<file path="config.mk">
export PLATFORM = sky130hd
export DESIGN_NAME = timer_one_compare_capture_ctrl
export DESIGN_NICKNAME = d
export VERILOG_FILES = /design/src/include/timer_ctrl_pkg.sv /design/src/hw/timer_one_compare_capture_ctrl.sv
export SDC_FILE = /design/constraint.sdc
export NUM_CORES = 1
export LEC_CHECK = 0
export CELL_PAD_IN_SITES_DETAIL_PLACEMENT = 2
export CELL_PAD_IN_SITES_GLOBAL_PLACEMENT = 2
export CORE_ASPECT_RATIO = 1.4
export CORE_MARGIN = 8
export CORE_UTILIZATION = 36
export DETAILED_ROUTE_END_ITERATION = 10
export DONT_BUFFER_PORTS = 1
export HOLD_SLACK_MARGIN = 0.1
export PLACE_DENSITY_LB_ADDON = 0.1
export SLEW_MARGIN = 20
export SYNTH_ARGS = -nofsm -noshare
export SYNTH_HDL_FRONTEND = slang
export SYNTH_SLANG_ARGS = --single-unit
</file>
<file path="constraint.sdc">
create_clock -name clock -period 4 [get_ports clock]
set_input_delay 0.6 -clock clock [delete_from_list [all_inputs] [get_ports clock]]
set_output_delay 0.6 -clock clock [all_outputs]
set_load 0.005 [all_outputs]
</file>
<file path="src/include/timer_ctrl_pkg.sv">
// constants for the timer-one compare/capture mode and flag logic
package timer_ctrl_pkg;

	// ==========================================================
	// bus geometry
	localparam int ADDR_W = 16;
	localparam int DATA_W = 32;

	// ==========================================================
	// register byte addresses
	localparam logic [ADDR_W-1:0] ADDR_FLAG_ENABLE = 16'h1048;
	localparam logic [ADDR_W-1:0] ADDR_MODE_PIN    = 16'h104C;
	localparam logic [ADDR_W-1:0] ADDR_IRQ_STATUS  = 16'h1050;
	localparam logic [ADDR_W-1:0] ADDR_IRQ_CLEAR   = 16'h1054;
	localparam logic [ADDR_W-1:0] ADDR_IRQ_ENABLE  = 16'h1058;

	// ==========================================================
	// mode/pin control fields
	localparam int BIT_EDGE_DETECT_EN   = 0;
	localparam int BIT_EXT_RESET_EN     = 1;
	localparam int BIT_EDGE_POLARITY    = 2;
	localparam int BIT_EDGE_TOGGLE_EN   = 3;
	localparam int BIT_CMP_ONE_RESET_EN = 4;
	localparam int BIT_CMP_TWO_TOGGLE   = 5;
	localparam int BIT_CMP_ONE_TOGGLE   = 6;
	localparam int BIT_COUNTER_MODE     = 7;
	localparam logic [7:0] MODE_PIN_RESET = 8'h00;

	// ==========================================================
	// flag/enable register fields
	localparam int BIT_CMP_ONE_IEN  = 0;
	localparam int BIT_CMP_TWO_IEN  = 1;
	localparam int BIT_EDGE_IEN     = 2;
	localparam int BIT_CMP_ONE_FLAG = 5;
	localparam int BIT_CMP_TWO_FLAG = 6;
	localparam int BIT_EDGE_FLAG    = 7;

	// ==========================================================
	// event index inside the three-bit status/clear/enable layout
	localparam int EV_CMP_ONE = 0;
	localparam int EV_CMP_TWO = 1;
	localparam int EV_EDGE    = 2;
	localparam int EV_COUNT   = 3;
	localparam logic [EV_COUNT-1:0] EV_RESET = 3'h0;

	// counter mode encoding
	localparam logic MODE_DUAL_COMPARE = 1'b0;
	localparam logic MODE_CAPTURE      = 1'b1;
	// edge polarity encoding
	localparam logic POL_FALLING = 1'b0;
	localparam logic POL_RISING  = 1'b1;

endpackage

</file>
<file path="src/hw/timer_one_compare_capture_ctrl.sv">
// mode control, pin toggling and interrupt flags of timer one, APB slave
module timer_one_compare_capture_ctrl
	import timer_ctrl_pkg::*;
(
	input  wire  logic                              clock,
	input  wire  logic                              rstn,
	// apb slave
	input  wire  logic                              psel,
	input  wire  logic                              penable,
	input  wire  logic                              pwrite,
	input  wire  logic [timer_ctrl_pkg::ADDR_W-1:0] paddr,
	input  wire  logic [timer_ctrl_pkg::DATA_W-1:0] pwdata,
	input  wire  logic [3:0]                        pstrb,
	output logic                                    pready,
	output logic                                    pslverr,
	output logic [timer_ctrl_pkg::DATA_W-1:0]       prdata,
	// counter side
	input  wire  logic                              cmpOneEqual,
	input  wire  logic                              cmpTwoEqual,
	output logic                                    counterClearOnTick,
	output logic                                    counterResetPulse,
	output logic                                    captureStrobe,
	// pins
	input  wire  logic                              capture_reset_pin,
	input  wire  logic                              pulseOutTimerFunction,
	output logic                                    pulse_out_pin,
	// interrupt
	output logic                                    irq
);
	import timer_ctrl_pkg::*;

	// ==========================================================
	// state
	typedef struct packed {
		logic [7:0]          modeCtrl;
		logic [EV_COUNT-1:0] flags;
		logic [EV_COUNT-1:0] intEnable;
		logic                primed;
		logic                prevPin;
		logic                prevCmpOne;
		logic                prevCmpTwo;
		logic                pulseOut;
		logic                capture;
		logic                extReset;
		logic                clearArm;
		logic [DATA_W-1:0]   rdata;
	} state_s;

	state_s stateReg;
	state_s stateNext;

	// ==========================================================
	// helpers

	// decode of one mapped word address
	function automatic logic addrHit(
		input logic [ADDR_W-1:0] addr,
		input logic [ADDR_W-1:0] target
	);
		addrHit = (addr == target);
	endfunction

	// true for any address that the block answers
	function automatic logic addrMapped(input logic [ADDR_W-1:0] addr);
		addrMapped = addrHit(addr, ADDR_FLAG_ENABLE) || addrHit(addr, ADDR_MODE_PIN)
			|| addrHit(addr, ADDR_IRQ_STATUS) || addrHit(addr, ADDR_IRQ_CLEAR)
			|| addrHit(addr, ADDR_IRQ_ENABLE);
	endfunction

	// flag/enable register image
	function automatic logic [7:0] flagImage(
		input logic [EV_COUNT-1:0] flg,
		input logic [EV_COUNT-1:0] ien
	);
		logic [7:0] img;
		img = 8'h00;
		img[BIT_CMP_ONE_FLAG] = flg[EV_CMP_ONE];
		img[BIT_CMP_TWO_FLAG] = flg[EV_CMP_TWO];
		img[BIT_EDGE_FLAG]    = flg[EV_EDGE];
		img[BIT_CMP_ONE_IEN]  = ien[EV_CMP_ONE];
		img[BIT_CMP_TWO_IEN]  = ien[EV_CMP_TWO];
		img[BIT_EDGE_IEN]     = ien[EV_EDGE];
		flagImage = img;
	endfunction

	// read image of one mapped word; unmapped and write-only words read zero
	function automatic logic [DATA_W-1:0] readWord(
		input logic [ADDR_W-1:0]   addr,
		input logic [7:0]          mode,
		input logic [EV_COUNT-1:0] flg,
		input logic [EV_COUNT-1:0] ien
	);
		logic [DATA_W-1:0] word;
		word = '0;
		case (addr)
			ADDR_FLAG_ENABLE: begin
				word[7:0] = flagImage(flg, ien);
			end
			ADDR_MODE_PIN: begin
				word[7:0] = mode;
			end
			ADDR_IRQ_STATUS: begin
				word[EV_COUNT-1:0] = flg;
			end
			ADDR_IRQ_ENABLE: begin
				word[EV_COUNT-1:0] = ien;
			end
			default: begin
				word = '0;
			end
		endcase
		readWord = word;
	endfunction

	// ==========================================================
	// combinational decode
	logic                accessPhase;
	logic                setupPhase;
	logic                wrFlag;
	logic                wrMode;
	logic                wrClear;
	logic                wrEnable;
	logic                captureMode;
	logic                busWrite;
	logic                detectArmed;
	logic                extResetEn;
	logic                risingSel;
	logic                edgeToggleEn;
	logic                cmpOneResetEn;
	logic                cmpTwoToggleEn;
	logic                cmpOneToggleEn;
	logic                pinEdge;
	logic                edgeValid;
	logic                cmpOneFirst;
	logic                cmpTwoFirst;
	logic                toggleReq;
	logic [EV_COUNT-1:0] evSet;
	logic [EV_COUNT-1:0] evClear;

	// bus phases; writes land only in the access cycle
	assign accessPhase = psel && penable;
	assign setupPhase  = psel && !penable;
	// only the low byte lane holds register bits; upper lanes alone write nothing
	assign busWrite = accessPhase && pwrite && pstrb[0];
	assign wrFlag   = busWrite && addrHit(paddr, ADDR_FLAG_ENABLE);
	assign wrMode   = busWrite && addrHit(paddr, ADDR_MODE_PIN);
	assign wrClear  = busWrite && addrHit(paddr, ADDR_IRQ_CLEAR);
	assign wrEnable = busWrite && addrHit(paddr, ADDR_IRQ_ENABLE);

	// ==========================================================
	// mode/pin control fields
	// reserved capture-mode bits keep their stored value but act on nothing
	assign captureMode    = (stateReg.modeCtrl[BIT_COUNTER_MODE] == MODE_CAPTURE);
	assign detectArmed    = stateReg.modeCtrl[BIT_EDGE_DETECT_EN];
	assign extResetEn     = stateReg.modeCtrl[BIT_EXT_RESET_EN];
	assign risingSel      = (stateReg.modeCtrl[BIT_EDGE_POLARITY] == POL_RISING);
	assign edgeToggleEn   = stateReg.modeCtrl[BIT_EDGE_TOGGLE_EN];
	assign cmpOneResetEn  = stateReg.modeCtrl[BIT_CMP_ONE_RESET_EN];
	assign cmpTwoToggleEn = stateReg.modeCtrl[BIT_CMP_TWO_TOGGLE];
	assign cmpOneToggleEn = stateReg.modeCtrl[BIT_CMP_ONE_TOGGLE];

	// edge of the chosen polarity; first cycle after reset only samples
	always_comb begin
		// primed stops the reset level of prevPin from faking an edge
		if (risingSel) begin
			pinEdge = stateReg.primed && !stateReg.prevPin && capture_reset_pin;
		end else begin
			pinEdge = stateReg.primed && stateReg.prevPin && !capture_reset_pin;
		end
	end

	// an edge counts only while detection or capture is enabled
	assign edgeValid = pinEdge && detectArmed;

	// "first equals": rising edge of the equality level
	assign cmpOneFirst = cmpOneEqual && !stateReg.prevCmpOne;
	assign cmpTwoFirst = cmpTwoEqual && !stateReg.prevCmpTwo;

	// several toggle causes in one cycle toggle the pin once only
	always_comb begin
		toggleReq = 1'b0;
		// compare one toggles in either mode
		if (cmpOneFirst && cmpOneToggleEn) begin
			toggleReq = 1'b1;
		end
		if (!captureMode && cmpTwoFirst && cmpTwoToggleEn) begin
			toggleReq = 1'b1;
		end
		if (!captureMode && edgeValid && edgeToggleEn) begin
			toggleReq = 1'b1;
		end
	end

	// event set terms
	always_comb begin
		evSet             = EV_RESET;
		evSet[EV_CMP_ONE] = cmpOneFirst;
		evSet[EV_CMP_TWO] = cmpTwoFirst && !captureMode;
		evSet[EV_EDGE]    = edgeValid;
	end

	// clear terms: zero in the flag register, or one in the clear register
	always_comb begin
		evClear = EV_RESET;
		if (wrFlag) begin
			evClear[EV_CMP_ONE] = !pwdata[BIT_CMP_ONE_FLAG];
			evClear[EV_CMP_TWO] = !pwdata[BIT_CMP_TWO_FLAG];
			evClear[EV_EDGE]    = !pwdata[BIT_EDGE_FLAG];
		end
		if (wrClear) begin
			evClear = evClear | pwdata[EV_COUNT-1:0];
		end
	end

	// ==========================================================
	// per-event sticky flags and interrupt terms
	logic [EV_COUNT-1:0] flagNext;
	logic [EV_COUNT-1:0] irqTerm;
	genvar ev;
	generate
		for (ev = 0; ev < EV_COUNT; ev++) begin : g_flag
			// a same-cycle event keeps the flag, so a clearing write cannot lose it
			assign flagNext[ev] = evSet[ev] || (stateReg.flags[ev] && !evClear[ev]);
			assign irqTerm[ev]  = stateReg.flags[ev] && stateReg.intEnable[ev];
		end
	endgenerate

	// ==========================================================
	// next-state logic
	always_comb begin
		stateNext = stateReg;

		// pin and match history
		stateNext.primed     = 1'b1;
		stateNext.prevPin    = capture_reset_pin;
		stateNext.prevCmpOne = cmpOneEqual;
		stateNext.prevCmpTwo = cmpTwoEqual;

		// mode register, all bits writable
		if (wrMode) begin
			stateNext.modeCtrl = pwdata[7:0];
		end

		// one-shot arm drops after its edge in dual mode; a write in the
		// same cycle loses so the seen edge is not re-armed silently
		if (edgeValid && !captureMode) begin
			stateNext.modeCtrl[BIT_EDGE_DETECT_EN] = 1'b0;
		end

		// interrupt enables, reachable from two addresses
		if (wrFlag) begin
			stateNext.intEnable[EV_CMP_ONE] = pwdata[BIT_CMP_ONE_IEN];
			stateNext.intEnable[EV_CMP_TWO] = pwdata[BIT_CMP_TWO_IEN];
			stateNext.intEnable[EV_EDGE]    = pwdata[BIT_EDGE_IEN];
		end
		if (wrEnable) begin
			stateNext.intEnable = pwdata[EV_COUNT-1:0];
		end

		// sticky flags: set wins over clear
		stateNext.flags = flagNext;

		// counter side strobes
		stateNext.capture  = captureMode && edgeValid;
		stateNext.extReset = !captureMode && edgeValid && extResetEn;
		stateNext.clearArm = cmpOneEqual && cmpOneResetEn;

		// pulse output only moves while the pin serves the timer
		if (toggleReq && pulseOutTimerFunction) begin
			stateNext.pulseOut = !stateReg.pulseOut;
		end

		// read data captured in the setup cycle, shown in the access cycle
		if (setupPhase && !pwrite) begin
			stateNext.rdata = readWord(paddr, stateReg.modeCtrl, stateReg.flags,
				stateReg.intEnable);
		end
	end

	// ==========================================================
	// state register, synchronous reset
	always_ff @(posedge clock) begin
		if (!rstn) begin
			stateReg.modeCtrl   <= MODE_PIN_RESET;
			stateReg.flags      <= EV_RESET;
			stateReg.intEnable  <= EV_RESET;
			stateReg.primed     <= 1'b0;
			stateReg.prevPin    <= 1'b0;
			stateReg.prevCmpOne <= 1'b0;
			stateReg.prevCmpTwo <= 1'b0;
			stateReg.pulseOut   <= 1'b0;
			stateReg.capture    <= 1'b0;
			stateReg.extReset   <= 1'b0;
			stateReg.clearArm   <= 1'b0;
			stateReg.rdata      <= '0;
		end else begin
			stateReg <= stateNext;
		end
	end

	// ==========================================================
	// outputs

	// zero wait states; unmapped addresses answer with an error
	assign pready  = 1'b1;
	assign pslverr = accessPhase && !addrMapped(paddr);
	assign prdata  = stateReg.rdata;

	// counter controls, all from flip-flops
	assign counterClearOnTick = stateReg.clearArm;
	assign counterResetPulse  = stateReg.extReset;
	assign captureStrobe      = stateReg.capture;
	assign pulse_out_pin      = stateReg.pulseOut;

	// level interrupt, drops as soon as flag or enable clears
	assign irq = |irqTerm;

	// ==========================================================
	// limitations
	// pslverr answers unmapped words only; a write to status is dropped quietly
	// reserved capture-mode bits read back what was last written
	// compare flags follow the rising edge of the equality level only,
	// so a match held across a clear does not set its flag again
	// toggles need the pin in its timer function, else the level stays put
	// one-shot detection must be re-armed by software after every edge in dual-compare mode; capture mode keeps it armed
	// capture and reset strobes last one cycle, the clear follows the match level; the counter must sample every cycle

endmodule

</file>
### Yosys cells after proc, flatten, opt, wreduce, memory -nomap -nowiden

Cells that the tools add are included.
Widths: inputs -> output; s select.

| word-level totals | value |
|---|---|
| input bits | 61 |
| output and inout bits | 39 |
| flip-flop bits (word level) | 30 |
| logic and storage cells | 91 |

| cells by class | value |
|---|---|
| equal/unequal tests | 5 |
| multiplexer cells | 13 |
| bitwise operators | 2 |
| reductions and logical operators | 58 |

Operators with widths:

| cell | number |
|---|---|
| $eq 16x13->1 const B | 5 |
| $mux 40 | 1 |
| $logic_and 1x1->1 | 32 |
| $logic_not 1->1 | 15 |
| $mux 3 | 4 |
| $pmux 5 s2 | 1 |
| $pmux 3 s3 | 1 |
| $mux 8 | 1 |
| $logic_or 1x1->1 | 7 |
| $mux 1 | 5 |
| $reduce_or 2->1 | 2 |
| $or 3x3->3 | 1 |
| $reduce_or 3->1 | 1 |
| $reduce_bool 2->1 | 1 |
| $not 1->1 | 1 |

### Longest topological paths before layout

Gate-level depths: netlist (run 1).

| logic depth | value |
|---|---|
| word-level depth | 11 |
| mapped depth | 5 |
| depth with buffers taken out | 4 |

### Worst setup path after synthesis (run 1)

Ideal clock, no wire load.

| timing | value |
|---|---|
| kind | input-to-output |
| start point | in paddr[1] in the netlist's numbering |
| end point | out pslverr |
| setup slack | 1.811 ns |
| stages | 5 |
| data required time | 3.400 ns |
| arrival | 1.589 ns |
| buffers on the path | 1 |
| cell sequence | nor4_4 > and3_2 > buf_4 > o2111ai_1 > and3_1 |

| on the way | value |
|---|---|
| longest elaborated chain between the ends | 7 |
| elaborated cells on any way between the ends | 11 |
| classes of those cells | eq/ne: 5; reduce/logical: 6 |

Ends and longest elaborated chain:

| item | line | source |
|---|---|---|
| start: declaration | timer_one_compare_capture_ctrl.sv:11 | `input wire logic [timer_ctrl_pkg::ADDR_W-1:0] paddr,` |
| $eq 16x13->1 | timer_one_compare_capture_ctrl.sv:60 | `addrHit = (addr == target);` |
| $logic_or 1x1->1 | timer_one_compare_capture_ctrl.sv:65 | `addrMapped = addrHit(addr, ADDR_FLAG_ENABLE) \|\| addrHit(addr, ADDR_MODE_PIN)` |
| $logic_or 1x1->1 (2 in a row) | timer_one_compare_capture_ctrl.sv:66 | `\|\| addrHit(addr, ADDR_IRQ_STATUS) \|\| addrHit(addr, ADDR_IRQ_CLEAR)` |
| $logic_or 1x1->1 (*) | timer_one_compare_capture_ctrl.sv:67 | `\|\| addrHit(addr, ADDR_IRQ_ENABLE);` |
| $logic_not 1->1 (*) | timer_one_compare_capture_ctrl.sv:306 | `assign pslverr = accessPhase && !addrMapped(paddr);` |
| $logic_and 1x1->1 (*) | timer_one_compare_capture_ctrl.sv:306 |  |
| end: declaration | timer_one_compare_capture_ctrl.sv:15 | `output logic pslverr,` |

Every way passes the cells marked *; elsewhere a longest branch is shown, timed or not.

### Worst setup path after layout (run 1)

Ends and elaborated chain as after synthesis.

==> impl_metrics.csv, run 1 <==
group,metric,value,unit
route,wl,4.91,mm
global_route,grt_use_met1,13.8,%
clocking,cts_setup_buffers,0,
global_route,overflow,0,
timing,fmax,428,MHz
min_path,hold_path.class,"in -> reg",
cells_and_area,layout-drive-gt1-share,8.56,%
global_route,grt_util_met3,4.78,%
global_route,use_met2,26.2,%
timing,finalHoldViolations,0,
pwr,power.share.sequential,51.5,%
timing,slew_headroom,44.9,%
timing,worst_pin_slew,824,ps
cells_and_area,final_cell_mix,"dfxtp_1, nand2_1, conb_1, mux2i_1, a21oi_1",
route,vias,1342,
logic_synthesis,yosys.area.top_type,"dfxtp_1",
critical_path,critPathArrivalTime,1740,ps
timing,min_period,2340,ps
critical_path,reg2reg_from,"risingSel",
placed_design,post_dp_cell_area,1620,um^2
global_route,grt_max_degree,28,
clocking,cts_resized,0,
critical_path,reg2reg_slack,2550,ps
logic_synthesis,netlist_area,1750,um^2
logic_synthesis,synth_top_area_share,34.3,%
route,drc,0,
route,drt-vias-per-instance,5.35,
timing,fin_worst_skew,5.10,ps
logic_synthesis,ys_seq_area_share,34.3,%
cells_and_area,instances_no_fill,251,
critical_path,reg2reg_to,"stateReg[45]",
logic_synthesis,async_flop_share,0,%
logic_synthesis,yosysUniqueCellTypes,42,
logic_synthesis,avgSynthCellArea,8.80,um^2
critical_path,crit_path_end_kind,"primary output",
cells_and_area,syn_to_final_growth,-2.22,%
clocking,clk_path_buf_depth,2,
critical_path,reg2reg_depth,4,
placed_design,portBuffers,0,
flow_run,max_cap_viol_count,0,
logic_synthesis,netlist_instances,199,
global_route,grt_pass1_wl,8.07,mm
clocking,cts.sinks,30,
status,status,"completed",
floorplanning,rows,30,
floorplanning,pin_count,100,
floorplanning,core_area,4770,um^2
route,ant_nets,0,
logic_synthesis,synth_ff_type,"dfxtp_1",
clocking,h-tree-depth,2,
critical_path,critPathMaxFanout,14,
route,drt_iter0_drc,48,
route,avgRoutedWirePerCell,19.5,um
floorplanning,start_util,36.7,%
cells_and_area,nNetsFinal,247,
clocking,clock_latency,280,ps
critical_path,path_class,"in -> out",
clocking,cts_buffers,5,
cells_and_area,n_fill_cell,584,
logic_synthesis,ys_top_cells_by_area,"dfxtp_1, buf_4, nand2_1",
pwr,irDropWorstVdd,0.147,mV
timing,finalCritPeriodShare,58.4,%
global_route,grt_pass1_vias,1535,
critical_path,cp_data_required_time,3400,ps
route,drtPass1Iterations,4,
floorplanning,fp.dieArea,7380,um^2
placed_design,routabilityCongestion,0.804,
cells_and_area,final_common_cell,"dfxtp_1",
logic_synthesis,synth_warnings,0,
pwr,p_leak,0.000606,uW
clocking,root_buffer,"clkbuf_8",
cells_and_area,fin_util,35.9,%
global_route,antenna_found_initial,0,
min_path,worstHoldStart,"rstn",
pwr,comb_power_share,5.2,%
min_path,hold_path_depth,0,
timing,fin_tns_setup,0,ps
placed_design,hpwlAfterDp,3.93,mm
pwr,switching_share,23.8,%
pwr,switchingPower,142,uW
pwr,pwr_density_cell,347,nW/um^2
cells_and_area,insertedDiodeCount,0,
timing,setup_viol,0,
cells_and_area,final_area,1710,um^2
timing,rsz0062_at_grt,"false",
clocking,clk_pin_slew,60,ps
placed_design,post-place-cells,243,
critical_path,cp-start-kind,"input port",
pwr,clkPwrFrac,43.3,%
floorplanning,die_h,98.5,um
floorplanning,die_x,74.9,um
clocking,tritoncts,"done",
pwr,intPower,453,uW
clocking,postCtsHoldBufs,0,
logic_synthesis,synth_edf_count,0,
pwr,total_power,594,uW
logic_synthesis,ys_ff_latch,30,
timing,slew_viol_final,0,
min_path,hold_path_end,"stateReg[39]",
global_route,track_usage,14.3,%
global_route,gr-max-usage-layer,"met2",
## registers in the layout (all words and copies together) (netlist names)
register	cells
captureStrobe	1
prdata	8
risingSel	1
edgeToggleEn	1
detectArmed	1
counterResetPulse	1
cmpTwoToggleEn	1
cmpOneResetEn	1
cmpOneToggleEn	1
extResetEn	1
stateReg	10
captureMode	1
counterClearOnTick	1
pulse_out_pin	1
## per-layer routing
layer	routed length [um]	vias up
li1	-	639
met1	1720	665
met2	2820	32
met3	290	6
met4	73	0
met5	0	-
## worst max-delay path by stage
stage,from,end,slack [ps],cells past startpoint
after floorplan,paddr[1],pslverr,1810,5
after global placement,paddr[1],pslverr,1690,4
after detailed placement,paddr[13],detectArmed,1610,4
after CTS,paddr[1],pslverr,1640,4
after global routing,paddr[1],pslverr,1560,4
final,paddr[1],pslverr,1660,4
## cells in the mapped netlist, types with 3 or more instances
library cell and count:
a221oi_1 3, dfxtp_1 30, o21ai_0 3, a32oi_1 4
nand3_1 5, nor2b_1 4, nand2_1 25, and4_1 7
mux2_2 3, buf_4 35, clkbuf_1 7, nor2_1 3
and3_1 5, and2_1 4, a21boi_1 3, mux2i_1 9
nand4_1 7, o211ai_1 3, a21oi_1 8, inv_1 3
## power groups by stage
stage	Combinational (uW)	Sequential (uW)	Clock, uW
2_1_floorplan	47.8	311	0
3_3_place_gp	28.8	313	0
3_5_place_dp	30.0	313	0
4_1_cts	30.2	306	267
5_1_grt	35.8	306	279
6_report	31.0	306	257
## area by class of cell
type,count,area [um^2],share of cell area [%]
clock inverters,2,12.5,0.731
inverters,3,11.3,0.658
clock buffers,6,82.6,4.82
flip-flops and latches,30,601,35.1
multi-input cells,146,925,54.0
well taps,64,80.1,4.68
## through the flow
stage	hold WS (ps)	setup slack, ps
after global routing	324	1560
after detailed placement	466	1610
after CTS	329	1640
after global placement	452	1690
after floorplan	432	1810
final	341	1660
## critical path, stage by stage
cell and delay (ps):
nor4_4 340, and3_2 400, o2111ai_1 160, and3_1 240
## cell families (layout without fill, tap and decap cells)
group	after synthesis	in the layout	synth area share, %
multiplexers	12	12	7.08
other	2	25	0.429
buffers and inverters	46	11	17.8
flip-flops	30	30	34.3
AND/OR/NAND/NOR	74	74	25.9
AO/OA/AOI/OAI	35	35	14.4
Power figures use the tool's default switching activity.
==> run 2: changes to the inputs <==
--- a/config.mk
+++ b/config.mk
@@ -9,7 +9,7 @@
 export CELL_PAD_IN_SITES_GLOBAL_PLACEMENT = 2
 export CORE_ASPECT_RATIO = 1.4
 export CORE_MARGIN = 8
-export CORE_UTILIZATION = 36
+export CORE_UTILIZATION = 30
 export DETAILED_ROUTE_END_ITERATION = 10
 export DONT_BUFFER_PORTS = 1
 export HOLD_SLACK_MARGIN = 0.1
==> constraint.sdc (replaced) <==
create_clock -name clock -period 1.98 [get_ports clock]
set_input_delay 0.297 -clock clock [delete_from_list [all_inputs] [get_ports clock]]
set_output_delay 0.297 -clock clock [all_outputs]
set_load 0.005 [all_outputs]
==> impl_metrics.csv, run 2 (synthesis gave the netlist of run 1 again) <==
group,metric,value,unit
placed_design,portBuffers,0,
clocking,cts_buffers,5,
critical_path,critPathMaxFanout,5,
global_route,grt_pass1_wl,8.31,mm
cells_and_area,final_area,1760,um^2
global_route,antenna_found_initial,0,
timing,finalCritPeriodShare,78.0,%
global_route,overflow,0,
clocking,clk_path_buf_depth,2,
critical_path,critPathArrivalTime,1250,ps
placed_design,post_dp_cell_area,1670,um^2
critical_path,cp.buffers_inverters,0,
clocking,root_buffer,"clkbuf_8",
route,drtPass1Iterations,4,
timing,fmax,648,MHz
critical_path,cp-start-kind,"input port",
timing,worst_pin_slew,554,ps
pwr,p_leak,0.000631,uW
floorplanning,die_h,106,um
global_route,grt_pass1_vias,1553,
critical_path,reg2reg_from,"risingSel",
placed_design,routabilityCongestion,0.819,
cells_and_area,regMostFlops,"stateReg",
min_path,hold_path_depth,1,
route,wl,5.21,mm
critical_path,reg2reg_slack,500,ps
critical_path,cp_data_required_time,1680,ps
critical_path,crit_path_end_kind,"primary output",
cells_and_area,largest_reg_flops,10,
critical_path,path_class,"in -> out",
timing,slew_headroom,62.9,%
cells_and_area,instances_no_fill,262,
critical_path,crit_path_top_delay_cell,"nor4_4",
route,vias,1357,
placed_design,post-place-cells,254,
floorplanning,die_x,80.6,um
min_path,hold_path_end,"stateReg[36]",
status,status,"completed",
critical_path,slowest_delay,320,ps
route,avgRoutedWirePerCell,19.9,um
clocking,cts_resized,0,
cells_and_area,n_fill_cell,653,
timing,min_period,1540,ps
cells_and_area,final_cell_mix,"dfxtp_1, nand2_1, conb_1, mux2i_1, a21oi_1",
pwr,irDropWorstVdd,0.271,mV
flow_run,max_cap_viol_count,0,
min_path,hold_path.class,"in -> reg",
clocking,tritoncts,"done",
critical_path,path_cells,"nor4_4 -> and3_2 -> o2111ai_1 -> and3_1",
timing,fin_tns_setup,0,ps
pwr,pwr_density_cell,645,nW/um^2
cells_and_area,layout-drive-gt1-share,9.38,%
critical_path,reg2reg_depth,4,
timing,setup_viol,0,
floorplanning,pin_count,100,
global_route,grt_max_degree,28,
global_route,track_usage,12.7,%
min_path,worstHoldStart,"cmpTwoEqual",
timing,fin_worst_skew,3.75,ps
route,drt_iter0_drc,46,
route,ant_nets,0,
floorplanning,rows,33,
cells_and_area,syn_to_final_growth,0.572,%
floorplanning,core_area,5740,um^2
timing,finalHoldViolations,0,
route,drc,0,
timing,rsz0062_at_grt,"false",
floorplanning,fp.dieArea,8570,um^2
critical_path,reg2reg_to,"stateReg[45]",
floorplanning,start_util,30.5,%
timing,slew_viol_final,0,
cells_and_area,insertedDiodeCount,0,
clocking,cts.sinks,30,
route,drt-vias-per-instance,5.18,
cells_and_area,final_common_cell,"dfxtp_1",
critical_path,cpLargestDelayFamily,"simple AND/OR/NAND/NOR gates",
clocking,h-tree-depth,2,
clocking,clk_pin_slew,60,ps
clocking,clock_latency,270,ps
placed_design,hpwlAfterDp,4.21,mm
cells_and_area,nNetsFinal,253,
-- run 2: worst register-to-register path: stages, from the launching register on --
cell and delay [ps]:
dfxtp_1 330, and3b_1 190, o211ai_1 460, a41oi_1 200
a21boi_0 150
-- run 2: area by class of cell --
cell class	instances	area, um^2	area share (%)
multi-input combinational	146	925	52.5
tap	70	87.6	4.98
timing repair buffer	6	60.1	3.41
inverter	3	11.3	0.640
sequential	30	601	34.1
clock buffer	7	76.3	4.34
-- run 2: worst max-delay path by stage --
stage,start,to,slack (ps),cells past startpoint
2_1_floorplan,paddr[1],pslverr,400,5
3_3_place_gp,paddr[13],edgeToggleEn,280,5
3_5_place_dp,paddr[13],risingSel,200,5
4_1_cts,paddr[1],pslverr,410,4
5_1_grt,risingSel,stateReg[45],330,4
6_report,paddr[1],pslverr,440,4
-- run 2: per-stage QoR --
stage	hold WS (ps)	setup WS [ps]	power (uW)	util, %
floorplan	325	397	725	-
global placement	327	281	694	29.2
detailed placement	327	200	697	29.2
CTS	135	413	1160	30.7
global route	124	334	1200	30.7
finish	146	436	1140	30.7
-- run 2: timing repair --
| item | CTS | global route |
|---|---|---|
| hold endpoints to repair | 1 | 0 |
| setup buffers | 0 | 0 |
| endpoints found under the setup margin | 0 | 0 |
| hold buffers | 1 | 0 |
-- run 2: where the power goes --
group	leakage [uW]	switching [uW]	internal (uW)
sequential	0.000243	6.79	612
clock	0.0000383	208	241
combinational	0.000349	40.6	27.8
total	0.000631	255	881
-- run 2: per-layer routing --
layer | GRT usage, % | vias to the layer above | share of wire (%)
li1 | - | 644 | -
met1 | 12.5 | 669 | 36
met2 | 23.3 | 38 | 57
met3 | 5.07 | 6 | 5.8
met4 | 3.26 | 0 | 1.4
met5 | 0 | - | 0
